<file path="src/hw/rst_cfg_pkg.sv">
// Constants, types and the register map of the reset pin and strap latch.
// Assumes a single 50 MHz clock domain and an APB register port.
package rst_cfg_pkg;
  // ==========================================================
  // Timing counts, in pclk cycles
  localparam int QUAL_CYC = 10;
  localparam int GLITCH_MIN_CYC = 2;
  localparam int RESET_OUT_N_DELAY_CYC = 2;
  localparam int RESET_OUT_N_LEN_CYC = 16;
  localparam int WAKE_LEAD_CYC = 4;
  localparam int CNT_W = 8;
  // ==========================================================
  // Register offsets and field positions
  localparam logic [7:0] STATUS_OFF = 8'h00;
  localparam logic [7:0] CTRL_OFF = 8'h04;
  localparam int B_WAKE = 0;
  localparam int B_BOOT = 1;
  localparam int B_DBG = 2;
  localparam int B_GLITCH = 3;
  localparam int B_SRC = 4;
  localparam int B_OSC = 7;
  localparam int B_BUSY = 8;
  localparam int C_SW_SYS = 0;
  localparam int C_SW_EXT = 1;
  // ==========================================================
  // Reset values and encodings
  localparam logic WAKE_RST = 1'b0;
  localparam logic BOOT_RST = 1'b0;
  localparam logic DBG_RST = 1'b0;
  localparam logic BOOT_FLASH = 1'b0;
  localparam logic BOOT_SERIAL = 1'b1;
  typedef enum logic [2:0] {SRC_POR, SRC_EXT, SRC_SW_SYS, SRC_SW_EXT, SRC_DBG} src_t;
  typedef enum logic [1:0] {ST_IDLE, ST_DELAY, ST_ASSERT} seq_t;
  typedef struct packed {
    logic rst_n;
    logic wake;
    logic boot;
    logic evt;
    logic osc;
  } pins_t;
endpackage : rst_cfg_pkg

</file>
<file path="src/hw/reset_pin_and_config_latch.sv">
// Reset pin qualification, reset output sequencing and strap latching.
// Assumes the pins are asynchronous to pclk and software sits on APB.
//
// The placing of the registers and the APB slave port are this design's own decisions.
`timescale 1ns/10ps
`default_nettype none

// What this block does
// - Internal reset after ten consecutive low cycles.
// - Reset input during reset restarts sequence.
// - Flag low spikes longer than two cycles.
// - Drive reset output low for every source.
// - Reset output asserts after a delay.
// - Sample wake strap four cycles before negation.
// - Store wake strap except debug, software-external resets.
// - Wake strap selects pull-up or pull-down.
// - Sample boot strap while reset output low.
// - Boot value 0 flash, 1 serial.
// - Latch debug enable at reset negation.
// - Debug event after reset requests sync.
// - Trace bit high until oscillator stable.
module reset_pin_and_config_latch #(
  parameter int QUAL = rst_cfg_pkg::QUAL_CYC,
  parameter int LEN = rst_cfg_pkg::RESET_OUT_N_LEN_CYC
) (
  // Clock, reset, enable
  input wire logic pclk,
  input wire logic presetn,
  input wire logic ce,
  // APB
  input wire logic [7:0] paddr,
  input wire logic psel,
  input wire logic penable,
  input wire logic pwrite,
  input wire logic [31:0] pwdata,
  output logic [31:0] prdata,
  output logic pready,
  output logic pslverr,
  // Pins from the board
  input wire logic reset_in_n,
  input wire logic wake_pull_strap,
  input wire logic boot_cfg_strap,
  input wire logic debug_event_in,
  input wire logic osc_stable_in,
  // Request from the debug port logic
  input wire logic dbg_port_reset_req,
  // Outputs
  output logic reset_out_n,
  output logic sys_reset_n,
  output logic wake_pull_up,
  output logic boot_serial,
  output logic debug_trace_en,
  output logic debug_sync_req,
  output logic [3:0] trace_data_out
);

  // ==========================================================
  // Helpers
  function automatic logic [rst_cfg_pkg::CNT_W-1:0] sat_inc(
    input logic [rst_cfg_pkg::CNT_W-1:0] v);
    logic [rst_cfg_pkg::CNT_W-1:0] r;
    r = v;
    if (v != {rst_cfg_pkg::CNT_W{1'b1}})
    begin
      r = v + 8'h01;
    end
    return r;
  endfunction : sat_inc

  localparam logic [rst_cfg_pkg::CNT_W-1:0] QUAL_M1 = 8'(QUAL - 1);
  localparam logic [rst_cfg_pkg::CNT_W-1:0] GL_MIN = 8'(rst_cfg_pkg::GLITCH_MIN_CYC);
  localparam logic [rst_cfg_pkg::CNT_W-1:0] DLY_M1 = 8'(rst_cfg_pkg::RESET_OUT_N_DELAY_CYC - 1);
  localparam logic [rst_cfg_pkg::CNT_W-1:0] LEN_M1 = 8'(LEN - 1);
  localparam logic [rst_cfg_pkg::CNT_W-1:0] WAKE_AT = 8'(LEN - 1 - rst_cfg_pkg::WAKE_LEAD_CYC);

  // ==========================================================
  // Pin synchronisers
  rst_cfg_pkg::pins_t s1_reg;
  rst_cfg_pkg::pins_t s2_reg;

  always_ff @(posedge pclk or negedge presetn)
  begin
    if (!presetn)
    begin
      // Oscillator status resets low, so the trace bit cannot drop before the pin reports stable.
      s1_reg <= 5'h10;
      s2_reg <= 5'h10;
    end
    else if (ce)
    begin
      s1_reg <= {reset_in_n, wake_pull_strap, boot_cfg_strap, debug_event_in, osc_stable_in};
      s2_reg <= s1_reg;
    end
  end

  logic rst_low;
  assign rst_low = !s2_reg.rst_n;

  // ==========================================================
  // Low-run counter and glitch detection
  logic [rst_cfg_pkg::CNT_W-1:0] low_cnt_reg;
  logic qualified;
  logic glitch_set;
  assign qualified = rst_low && (low_cnt_reg >= QUAL_M1);
  assign glitch_set = !rst_low && (low_cnt_reg > GL_MIN) && (low_cnt_reg <= QUAL_M1);

  always_ff @(posedge pclk or negedge presetn)
  begin
    if (!presetn)
    begin
      low_cnt_reg <= 8'h00;
    end
    else if (ce)
    begin
      low_cnt_reg <= rst_low ? sat_inc(low_cnt_reg) : 8'h00;
    end
  end

  // ==========================================================
  // APB decode
  logic setup;
  logic wr_en;
  logic ack_reg;
  logic err_reg;
  logic sw_sys;
  logic sw_ext;
  logic glitch_clr;
  assign setup = psel && !penable;
  assign pready = psel && penable && ack_reg && ce;
  assign pslverr = pready && err_reg;
  assign wr_en = pready && pwrite && !err_reg;
  assign sw_sys = wr_en && (paddr == rst_cfg_pkg::CTRL_OFF) && pwdata[rst_cfg_pkg::C_SW_SYS];
  assign sw_ext = wr_en && (paddr == rst_cfg_pkg::CTRL_OFF) && pwdata[rst_cfg_pkg::C_SW_EXT];
  assign glitch_clr = wr_en && (paddr == rst_cfg_pkg::STATUS_OFF) && pwdata[rst_cfg_pkg::B_GLITCH];

  // ==========================================================
  // Reset sequencer
  rst_cfg_pkg::seq_t state_reg;
  rst_cfg_pkg::src_t src_reg;
  logic [rst_cfg_pkg::CNT_W-1:0] cnt_reg;
  logic reset_out_n_reg;
  logic sys_reset_n_reg;
  logic leaving;
  assign leaving = (state_reg == rst_cfg_pkg::ST_ASSERT) && (cnt_reg == LEN_M1) && !qualified;

  always_ff @(posedge pclk or negedge presetn)
  begin
    if (!presetn)
    begin
      state_reg <= rst_cfg_pkg::ST_DELAY;
      src_reg <= rst_cfg_pkg::SRC_POR;
      cnt_reg <= 8'h00;
      reset_out_n_reg <= 1'b1;
      sys_reset_n_reg <= 1'b0;
    end
    else if (ce)
    begin
      case (state_reg)
        rst_cfg_pkg::ST_IDLE:
        begin
          if (qualified || dbg_port_reset_req || sw_sys || sw_ext)
          begin
            state_reg <= rst_cfg_pkg::ST_DELAY;
            cnt_reg <= 8'h00;
            sys_reset_n_reg <= 1'b0;
            if (qualified)
              src_reg <= rst_cfg_pkg::SRC_EXT;
            else if (dbg_port_reset_req)
              src_reg <= rst_cfg_pkg::SRC_DBG;
            else if (sw_sys)
              src_reg <= rst_cfg_pkg::SRC_SW_SYS;
            else
              src_reg <= rst_cfg_pkg::SRC_SW_EXT;
          end
        end
        rst_cfg_pkg::ST_DELAY:
        begin
          if (qualified)
          begin
            cnt_reg <= 8'h00;
            src_reg <= rst_cfg_pkg::SRC_EXT;
          end
          else if (cnt_reg == DLY_M1)
          begin
            // The pin follows the start of reset by the delay count.
            state_reg <= rst_cfg_pkg::ST_ASSERT;
            cnt_reg <= 8'h00;
            reset_out_n_reg <= 1'b0;
          end
          else
          begin
            cnt_reg <= sat_inc(cnt_reg);
          end
        end
        rst_cfg_pkg::ST_ASSERT:
        begin
          if (qualified)
          begin
            // The pin stays low; only the hold time starts over.
            cnt_reg <= 8'h00;
            src_reg <= rst_cfg_pkg::SRC_EXT;
          end
          else if (leaving)
          begin
            state_reg <= rst_cfg_pkg::ST_IDLE;
            reset_out_n_reg <= 1'b1;
            sys_reset_n_reg <= 1'b1;
          end
          else
          begin
            cnt_reg <= sat_inc(cnt_reg);
          end
        end
        default:
        begin
          state_reg <= rst_cfg_pkg::ST_IDLE;
        end
      endcase
    end
  end

  assign reset_out_n = reset_out_n_reg;
  assign sys_reset_n = sys_reset_n_reg;

  // ==========================================================
  // Strap and debug latches
  logic wake_reg;
  logic boot_reg;
  logic dbg_en_reg;
  logic wake_take;
  assign wake_take = (state_reg == rst_cfg_pkg::ST_ASSERT) && (cnt_reg == WAKE_AT) && !qualified
    && (src_reg != rst_cfg_pkg::SRC_DBG) && (src_reg != rst_cfg_pkg::SRC_SW_EXT);

  always_ff @(posedge pclk or negedge presetn)
  begin
    if (!presetn)
    begin
      wake_reg <= rst_cfg_pkg::WAKE_RST;
      boot_reg <= rst_cfg_pkg::BOOT_RST;
      dbg_en_reg <= rst_cfg_pkg::DBG_RST;
    end
    else if (ce)
    begin
      if (wake_take)
        wake_reg <= s2_reg.wake;
      if (state_reg == rst_cfg_pkg::ST_ASSERT)
        boot_reg <= s2_reg.boot;
      if (leaving)
        dbg_en_reg <= s2_reg.evt;
    end
  end

  assign wake_pull_up = wake_reg;
  assign boot_serial = boot_reg;
  assign debug_trace_en = dbg_en_reg;

  // ==========================================================
  // Debug event and oscillator indication
  logic evt_prev_reg;
  logic sync_reg;
  logic por_pend_reg;

  always_ff @(posedge pclk or negedge presetn)
  begin
    if (!presetn)
    begin
      evt_prev_reg <= 1'b0;
      sync_reg <= 1'b0;
      por_pend_reg <= 1'b1;
    end
    else if (ce)
    begin
      evt_prev_reg <= s2_reg.evt;
      sync_reg <= (state_reg == rst_cfg_pkg::ST_IDLE) && s2_reg.evt && !evt_prev_reg;
      if (s2_reg.osc)
        por_pend_reg <= 1'b0;
    end
  end

  assign debug_sync_req = sync_reg;
  assign trace_data_out = {3'h0, por_pend_reg};

  // ==========================================================
  // Status, glitch flag and read data
  logic glitch_reg;
  logic [31:0] prdata_reg;
  logic [31:0] status;
  always_comb
  begin
    status = 32'h0000_0000;
    status[rst_cfg_pkg::B_WAKE] = wake_reg;
    status[rst_cfg_pkg::B_BOOT] = boot_reg;
    status[rst_cfg_pkg::B_DBG] = dbg_en_reg;
    status[rst_cfg_pkg::B_GLITCH] = glitch_reg;
    status[rst_cfg_pkg::B_SRC +: 3] = src_reg;
    status[rst_cfg_pkg::B_OSC] = !por_pend_reg;
    status[rst_cfg_pkg::B_BUSY] = (state_reg != rst_cfg_pkg::ST_IDLE);
  end

  always_ff @(posedge pclk or negedge presetn)
  begin
    if (!presetn)
    begin
      glitch_reg <= 1'b0;
    end
    else if (ce)
    begin
      // A spike ending in the clearing cycle is kept.
      if (glitch_set)
        glitch_reg <= 1'b1;
      else if (glitch_clr)
        glitch_reg <= 1'b0;
    end
  end

  always_ff @(posedge pclk or negedge presetn)
  begin
    if (!presetn)
    begin
      ack_reg <= 1'b0;
      err_reg <= 1'b0;
      prdata_reg <= 32'h0000_0000;
    end
    else if (ce)
    begin
      if (setup)
      begin
        ack_reg <= 1'b1;
        err_reg <= (paddr != rst_cfg_pkg::STATUS_OFF) && (paddr != rst_cfg_pkg::CTRL_OFF);
        prdata_reg <= (paddr == rst_cfg_pkg::STATUS_OFF) ? status : 32'h0000_0000;
      end
      else if (pready)
      begin
        ack_reg <= 1'b0;
      end
    end
  end

  assign prdata = prdata_reg;
endmodule : reset_pin_and_config_latch

`default_nettype wire

</file>
<file path="config.mk">
export PLATFORM = sky130hd
export DESIGN_NAME = reset_pin_and_config_latch
export DESIGN_NICKNAME = d
export VERILOG_FILES = /design/src/hw/rst_cfg_pkg.sv /design/src/hw/reset_pin_and_config_latch.sv
export SDC_FILE = /design/constraint.sdc
export NUM_CORES = 1
export LEC_CHECK = 0
export BUFFER_PORTS_ARGS = -buffer_cell sky130_fd_sc_hd__buf_2
export CORE_MARGIN = 4
export CORE_UTILIZATION = 39
export DETAILED_ROUTE_END_ITERATION = 8
export GPL_TIMING_DRIVEN = 0
export PLACE_DENSITY = 0.61
export SYNTH_ARGS = -nofsm -noshare
export SYNTH_HDL_FRONTEND = slang
export SYNTH_SLANG_ARGS = --single-unit
</file>
<file path="constraint.sdc">
create_clock -name pclk -period 5.1 [get_ports pclk]
set_clock_uncertainty 0.15 [all_clocks]
set_input_delay 0.765 -clock pclk [delete_from_list [all_inputs] [get_ports pclk]]
set_output_delay 0.765 -clock pclk [all_outputs]
set_load 0.005 [all_outputs]
</file>
==> impl_metrics.env, run 1 <==
export IMPL_cts_reportedPaths_clkPinSlew_ns=0.11
export IMPL_timing_rr_end="state_reg[0]$_DFFE_PN1P_"
export IMPL_nNetsFinal=414
export IMPL_diodes=0
export IMPL_cts_setup_buffers=0
export IMPL_ant_nets=0
export IMPL_io_pins=96
export IMPL_cts_made_buffers=5
export IMPL_drtIter0Drc=105
export IMPL_powerDensity_mw_per_mm2=331
export IMPL_num_vias=2218
export IMPL_avgViaCountPerCell=4.91
export IMPL_critPathMaxFanout=10
export IMPL_tns_ns=0
export IMPL_cp_start_kind="primary input"
export IMPL_drt_pre_antenna_iters=4
export IMPL_total_power_mw=1.13
export IMPL_die_y_um=94.4
export IMPL_synth_area_leader_cell="dfrtp_1"
export IMPL_grt_pass1_wl_mm=9.78
export IMPL_fmax_mhz=388
export IMPL_place_gp_congestion=0.843
export IMPL_max_slew_margin=0.243
export IMPL_ir_drop_v=0.000199
export IMPL_final_hold_viol_count=0
export IMPL_cts_hold_buf=0
export IMPL_clkSinkCount=51
export IMPL_synthDistinctLibCells=62
export IMPL_setup_viol=0
export IMPL_async_flop_share=1.00
export IMPL_drv_slew=0
export IMPL_regArea_mm2=0.00128
export IMPL_synthCells=280
export IMPL_ys_seq_area_frac=0.440
export IMPL_syn2layout_area_growth_pct=17.6
export IMPL_dp_hpwl_mm=4.41
export IMPL_r2r_setup_slack_ns=2.54
export IMPL_synth_edf_count=0
export IMPL_synth_area_top_cells="dfrtp_1 40%, buf_4 7.0%, mux2_2 4.6%, dfstp_2 4.5%, ha_1 4.3%"
export IMPL_wl_mm=6.00
export IMPL_ys_top_cells_by_count="46 x dfrtp_1, 27 x buf_4, 20 x nor2_1, 18 x nand2_1, 14 x inv_1"
export IMPL_htreeDepth=2
export IMPL_antenna_found_initial=0
export IMPL_drc=0
export IMPL_synth_seq_cells=51
export IMPL_tightest_slew_ns=1.13
export IMPL_ff2ff_path_depth=8
export IMPL_required_ns=5.15
export IMPL_largest_reg_flops=9
export IMPL_post_cts_resize_count=0
export IMPL_leakage_nw=1.68
export IMPL_timing_final_crit_share=0.506
export IMPL_arrival_ns=2.63
export IMPL_synth_area_mm2=0.00291
export IMPL_rsz0062_at_grt="false"
export IMPL_status="complete, no violations"
export IMPL_layout_drive_gt1_share=0.309
export IMPL_start_util=0.401
export IMPL_r2r_start="low_cnt_reg[1]$_DFFE_PN0P_"
export IMPL_grt_pass1_vias=1978
export IMPL_min_path_type="reg2reg"
export IMPL_rows=31
export IMPL_die_w_um=94.4
export IMPL_clock_latency_ns=0.32
export IMPL_synth_avg_cell_area_um2=10.4
export IMPL_end_kind="register"
export IMPL_post_drt_wl_per_cell_um=13.3
export IMPL_min_to="por_pend_reg$_DFFE_PN1P_"
export IMPL_multiInputGateArea_mm2=0.00143
export IMPL_grt_max_degree=52
export IMPL_grt_overflow_total=0
export IMPL_cts_tree="done"
export IMPL_worstHoldStart="s2_reg[0]$_DFFE_PN0P_"
export IMPL_synth_most_common_cell="dfrtp_1"
export IMPL_dieArea_mm2=0.00891
export IMPL_io_buffer_count=40
export IMPL_synth_ff_type="dfrtp_1"
export IMPL_n_fill_cell=709
export IMPL_hold_depth=1
export IMPL_period_minus_slack_ns=2.58
export IMPL_path_class="in2reg"
export IMPL_grtUsageTotal=0.141
export IMPL_synth_top_area_frac=0.395
export IMPL_drv_cap=0
export IMPL_clk_path_buf_depth=2
export IMPL_cts_root_buf="clkbuf_8"
export IMPL_synth_warnings=0
export IMPL_core_area_mm2=0.00725
## per-stage QoR
stage / hold WS (ns) / worst slack (ns) / cells / instance area, um^2 / utilization
2_1_floorplan: 0.243 / 2.56 / 305 / 3010 / -
3_3_place_gp: 0.259 / 2.22 / 444 / 3330 / 0.459
3_5_place_dp: 0.261 / 2.21 / 444 / 3330 / 0.459
4_1_cts: 0.281 / 2.53 / 452 / 3420 / 0.472
5_1_grt: 0.310 / 2.34 / 452 / 3420 / 0.472
6_report: 0.277 / 2.52 / 452 / 3420 / 0.472
## layout by cell type (no fill, tap or decap), types with 3 or more instances in the layout
| master | synthesis | final |
|---|---|---|
| mux2_1 | 3 | 3 |
| o21ai_0 | 8 | 8 |
| clkbuf_8 | 0 | 5 |
| or4_4 | 3 | 3 |
| ha_1 | 10 | 10 |
| inv_1 | 14 | 14 |
| o22a_1 | 6 | 6 |
| buf_4 | 27 | 27 |
| dfrtp_1 | 46 | 46 |
| dfstp_2 | 5 | 5 |
| nand4_1 | 10 | 10 |
| buf_2 | 1 | 41 |
| conb_1 | 1 | 26 |
| xor2_1 | 5 | 5 |
| nor2_1 | 20 | 20 |
| nand2_1 | 18 | 18 |
| a21oi_1 | 5 | 5 |
| clkbuf_1 | 6 | 6 |
| a31oi_1 | 6 | 6 |
| mux2_2 | 12 | 12 |
| o21ai_1 | 4 | 4 |
| and4_1 | 3 | 3 |
| nand3_1 | 8 | 8 |
| a22o_1 | 7 | 7 |
| nand2b_1 | 3 | 3 |
## per-layer routing
metal	up-vias	wire [um]	track usage
li1	1103	-	-
met4	0	86	0.0457
met3	8	415	0.0319
met5	-	0	0
met1	1038	2780	0.198
met2	69	2720	0.215
## layout make-up
cell class                 count  area share
clock inverter                 3     0.00731
clock buffer                   5      0.0201
tap                           99      0.0362
multi-input combinational    203       0.417
inverter                      15      0.0164
timing repair buffer          40      0.0585
buffer                        36      0.0698
sequential                    51       0.375
## how the worst max path moves through the flow
stage / from / end / slack [ns] / cells after the start
floorplan: paddr[0] / cnt_reg[2]$_DFFE_PN0P_ / 2.56 / 6
global placement: paddr[0] / cnt_reg[4]$_DFFE_PN0P_ / 2.22 / 7
detailed placement: ce / wake_pull_up$_DFFE_PN0P_ / 2.21 / 6
CTS: low_cnt_reg[1]$_DFFE_PN0P_ / cnt_reg[1]$_DFFE_PN0P_ / 2.53 / 7
global route: low_cnt_reg[1]$_DFFE_PN0P_ / state_reg[0]$_DFFE_PN1P_ / 2.34 / 8
finish: ce / wake_pull_up$_DFFE_PN0P_ / 2.52 / 6
## power breakdown
group	internal [mW]	switching, mW	total (mW)
combinational	0.161	0.209	0.370
sequential	0.465	0.0468	0.512
clock	0.100	0.151	0.252
## worst max-delay path: stages
cell and delay, ns:
buf_2 0.08, clkbuf_1 0.40, nand4_1 0.12, or3b_1 0.39, a2111oi_0 0.49, mux2_1 0.37
## cells by family after synthesis
kind of cell / count (synthesis) / share of synthesized area
other: 1 / 0.00129
buffers and inverters: 51 / 0.101
adder cells (fa/ha/maj): 10 / 0.0430
AND/OR/NAND/NOR: 91 / 0.197
flip-flops: 51 / 0.440
XOR/XNOR: 6 / 0.0180
AO/OA/AOI/OAI: 53 / 0.134
multiplexers: 17 / 0.0649
(Power assumes the default switching activity.)
==> run 2: changes to the inputs <==
--- a/config.mk
+++ b/config.mk
@@ -10,7 +10,7 @@
 export CORE_UTILIZATION = 39
 export DETAILED_ROUTE_END_ITERATION = 8
 export GPL_TIMING_DRIVEN = 0
-export PLACE_DENSITY = 0.61
+export PLACE_DENSITY = 0.64
 export SYNTH_ARGS = -nofsm -noshare
 export SYNTH_HDL_FRONTEND = slang
 export SYNTH_SLANG_ARGS = --single-unit
==> constraint.sdc (replaced) <==
create_clock -name pclk -period 2.1 [get_ports pclk]
set_clock_uncertainty 0.15 [all_clocks]
set_input_delay 0.315 -clock pclk [delete_from_list [all_inputs] [get_ports pclk]]
set_output_delay 0.315 -clock pclk [all_outputs]
set_load 0.005 [all_outputs]
==> run 2 against run 1 <==
The run now ends with setup timing left. Die area stayed put. Sequential power rose by 150%. Register-to-register slack got worse by 2.6 ns. Wire length increased by 7.1%. First-iteration DRC count increased by 9.5%. Largest power group unchanged. Highest routed layer unchanged. Sequential share of layout area is 2.9 points lower. Hold slack lost 0.20 ns. Combinational power grew to 3.3 times the previous value. Setup slack worse by 2.6 ns.
==> impl_metrics.env, run 2 (synthesis results as in run 1) <==
export IMPL_io_buffer_count=40
export IMPL_clkSinkCount=51
export IMPL_layout_common_cells="44 x dfrtp_1, 43 x buf_4, 40 x buf_2, 26 x conb_1, 19 x nor2_1"
export IMPL_dieArea_mm2=0.00891
export IMPL_drc=0
export IMPL_cts_hold_buf=0
export IMPL_drv_cap=0
export IMPL_final_hold_viol_count=0
export IMPL_path_class="reg2reg"
export IMPL_tightest_slew_ns=1.13
export IMPL_largest_reg_flops=9
export IMPL_cts_made_buffers=5
export IMPL_hold_worst_slack_ns=0.0753
export IMPL_grt_overflow_total=0
export IMPL_ir_drop_v=0.000409
export IMPL_num_vias=2321
export IMPL_syn2layout_area_growth_pct=27.6
export IMPL_cts_reportedPaths_clkPinSlew_ns=0.10
export IMPL_grt_pass1_wl_mm=10.5
export IMPL_clk_path_buf_depth=2
export IMPL_violations="setup timing"
export IMPL_drt_pre_antenna_iters=4
export IMPL_die_w_um=94.4
export IMPL_rsz0062_at_grt="true"
export IMPL_avgViaCountPerCell=4.96
export IMPL_nNetsFinal=430
export IMPL_dp_hpwl_mm=4.50
export IMPL_final_common_cell="dfrtp_1"
export IMPL_antenna_found_initial=0
export IMPL_drtIter0Drc=115
export IMPL_timing_final_crit_share=1.04
export IMPL_io_pins=96
export IMPL_min_path_type="in2async"
export IMPL_setup_viol=9
export IMPL_status="complete, but fails checks"
export IMPL_wl_mm=6.43
export IMPL_start_util=0.401
export IMPL_pre_cts_ws_ns=-0.313
export IMPL_leakage_nw=1.79
export IMPL_die_y_um=94.4
export IMPL_cp_start_kind="register"
export IMPL_grtUsageTotal=0.148
export IMPL_fmax_mhz=458
export IMPL_grt_pass1_vias=2211
export IMPL_ant_nets=0
export IMPL_grt_max_degree=52
export IMPL_critPathMaxFanout=6
export IMPL_tns_ns=-0.334
export IMPL_powerDensity_mw_per_mm2=834
export IMPL_cts_root_buf="clkbuf_8"
export IMPL_htreeDepth=2
export IMPL_cts_tree="done"
export IMPL_place_gp_congestion=0.829
export IMPL_layout_drive_gt1_share=0.396
export IMPL_core_area_mm2=0.00725
export IMPL_diodes=0
export IMPL_rows=31
export IMPL_drv_slew=0
export IMPL_period_minus_slack_ns=2.18
export IMPL_required_ns=2.19
export IMPL_final_setup_worst_slack_ns=-0.0828
export IMPL_max_slew_margin=0.246
export IMPL_end_kind="register"
export IMPL_arrival_ns=2.27
export IMPL_clock_latency_ns=0.31
export IMPL_post_drt_wl_per_cell_um=13.7
[run 2: power breakdown]
group | switching [mW] | internal [mW] | total (mW)
logic | 0.618 | 0.616 | 1.23
registers | 0.139 | 1.13 | 1.27
clock network | 0.353 | 0.242 | 0.594
[run 2: layout make-up]
cell class / count / area [um^2]
clock inverters: 3 / 22.5
well taps: 99 / 124
clock buffers: 5 / 68.8
fillers: 666 / 3540
inverters: 15 / 61.3
multi-input cells: 203 / 1580
repair buffers: 57 / 332
flip-flops and latches: 51 / 1280
plain buffers: 35 / 241
[run 2: final timing paths]
kind                                           from                    endpoint  slack, ns  cells after the start
setup / recovery           state_reg[0]$_DFFE_PN1P_      cnt_reg[1]$_DFFE_PN0P_      -0.08                      8
hold / removal                              presetn  debug_trace_en$_DFFE_PN0P_       0.08                      1
setup reg to reg           state_reg[0]$_DFFE_PN1P_      cnt_reg[1]$_DFFE_PN0P_      -0.08                      8
hold reg to reg               s2_reg[0]$_DFFE_PN0P_    por_pend_reg$_DFFE_PN1P_       0.27                      1
max in group asynchronous                   presetn  low_cnt_reg[0]$_DFFE_PN0P_       0.97                      1
min in group pclk                    debug_event_in       s1_reg[1]$_DFFE_PN0P_       0.08                      2
[run 2: per-layer routing]
| metal | vias up | wire (um) | track usage | part of all wire |
|---|---|---|---|---|
| met5 | - | 0 | 0 | 0 |
| met4 | 0 | 78 | 0.0457 | 0.012 |
| met3 | 6 | 355 | 0.0279 | 0.055 |
| met2 | 73 | 3040 | 0.246 | 0.47 |
| met1 | 1107 | 2960 | 0.196 | 0.46 |
| li1 | 1135 | - | - | - |
[run 2: through the flow]
step,cell area [um^2],utilization,power (mW),cells
final,3720,0.512,3.10,468
after global routing,3720,0.512,3.33,468
after CTS,3650,0.503,3.05,465
after detailed placement,3370,0.465,2.21,444
after global placement,3370,0.465,2.18,444
after floorplan,3050,-,1.95,305
[run 2: what timing repair did]
item	4_1_cts	5_1_grt
setup endpoints to repair	17	21
hold endpoints to repair	0	0
pin swaps	4	4
resized for setup	20	9
cloned	0	0
setup buffers	13	4
[run 2: worst max-delay path: stages, from the launching register on]
cell and delay, ns:
dfstp_2 0.55, inv_2 0.06, ha_4 0.18, nor2b_1 0.14, o221ai_2 0.06, a31oi_2 0.09
buf_4 0.17, or4_4 0.55, o22ai_2 0.15
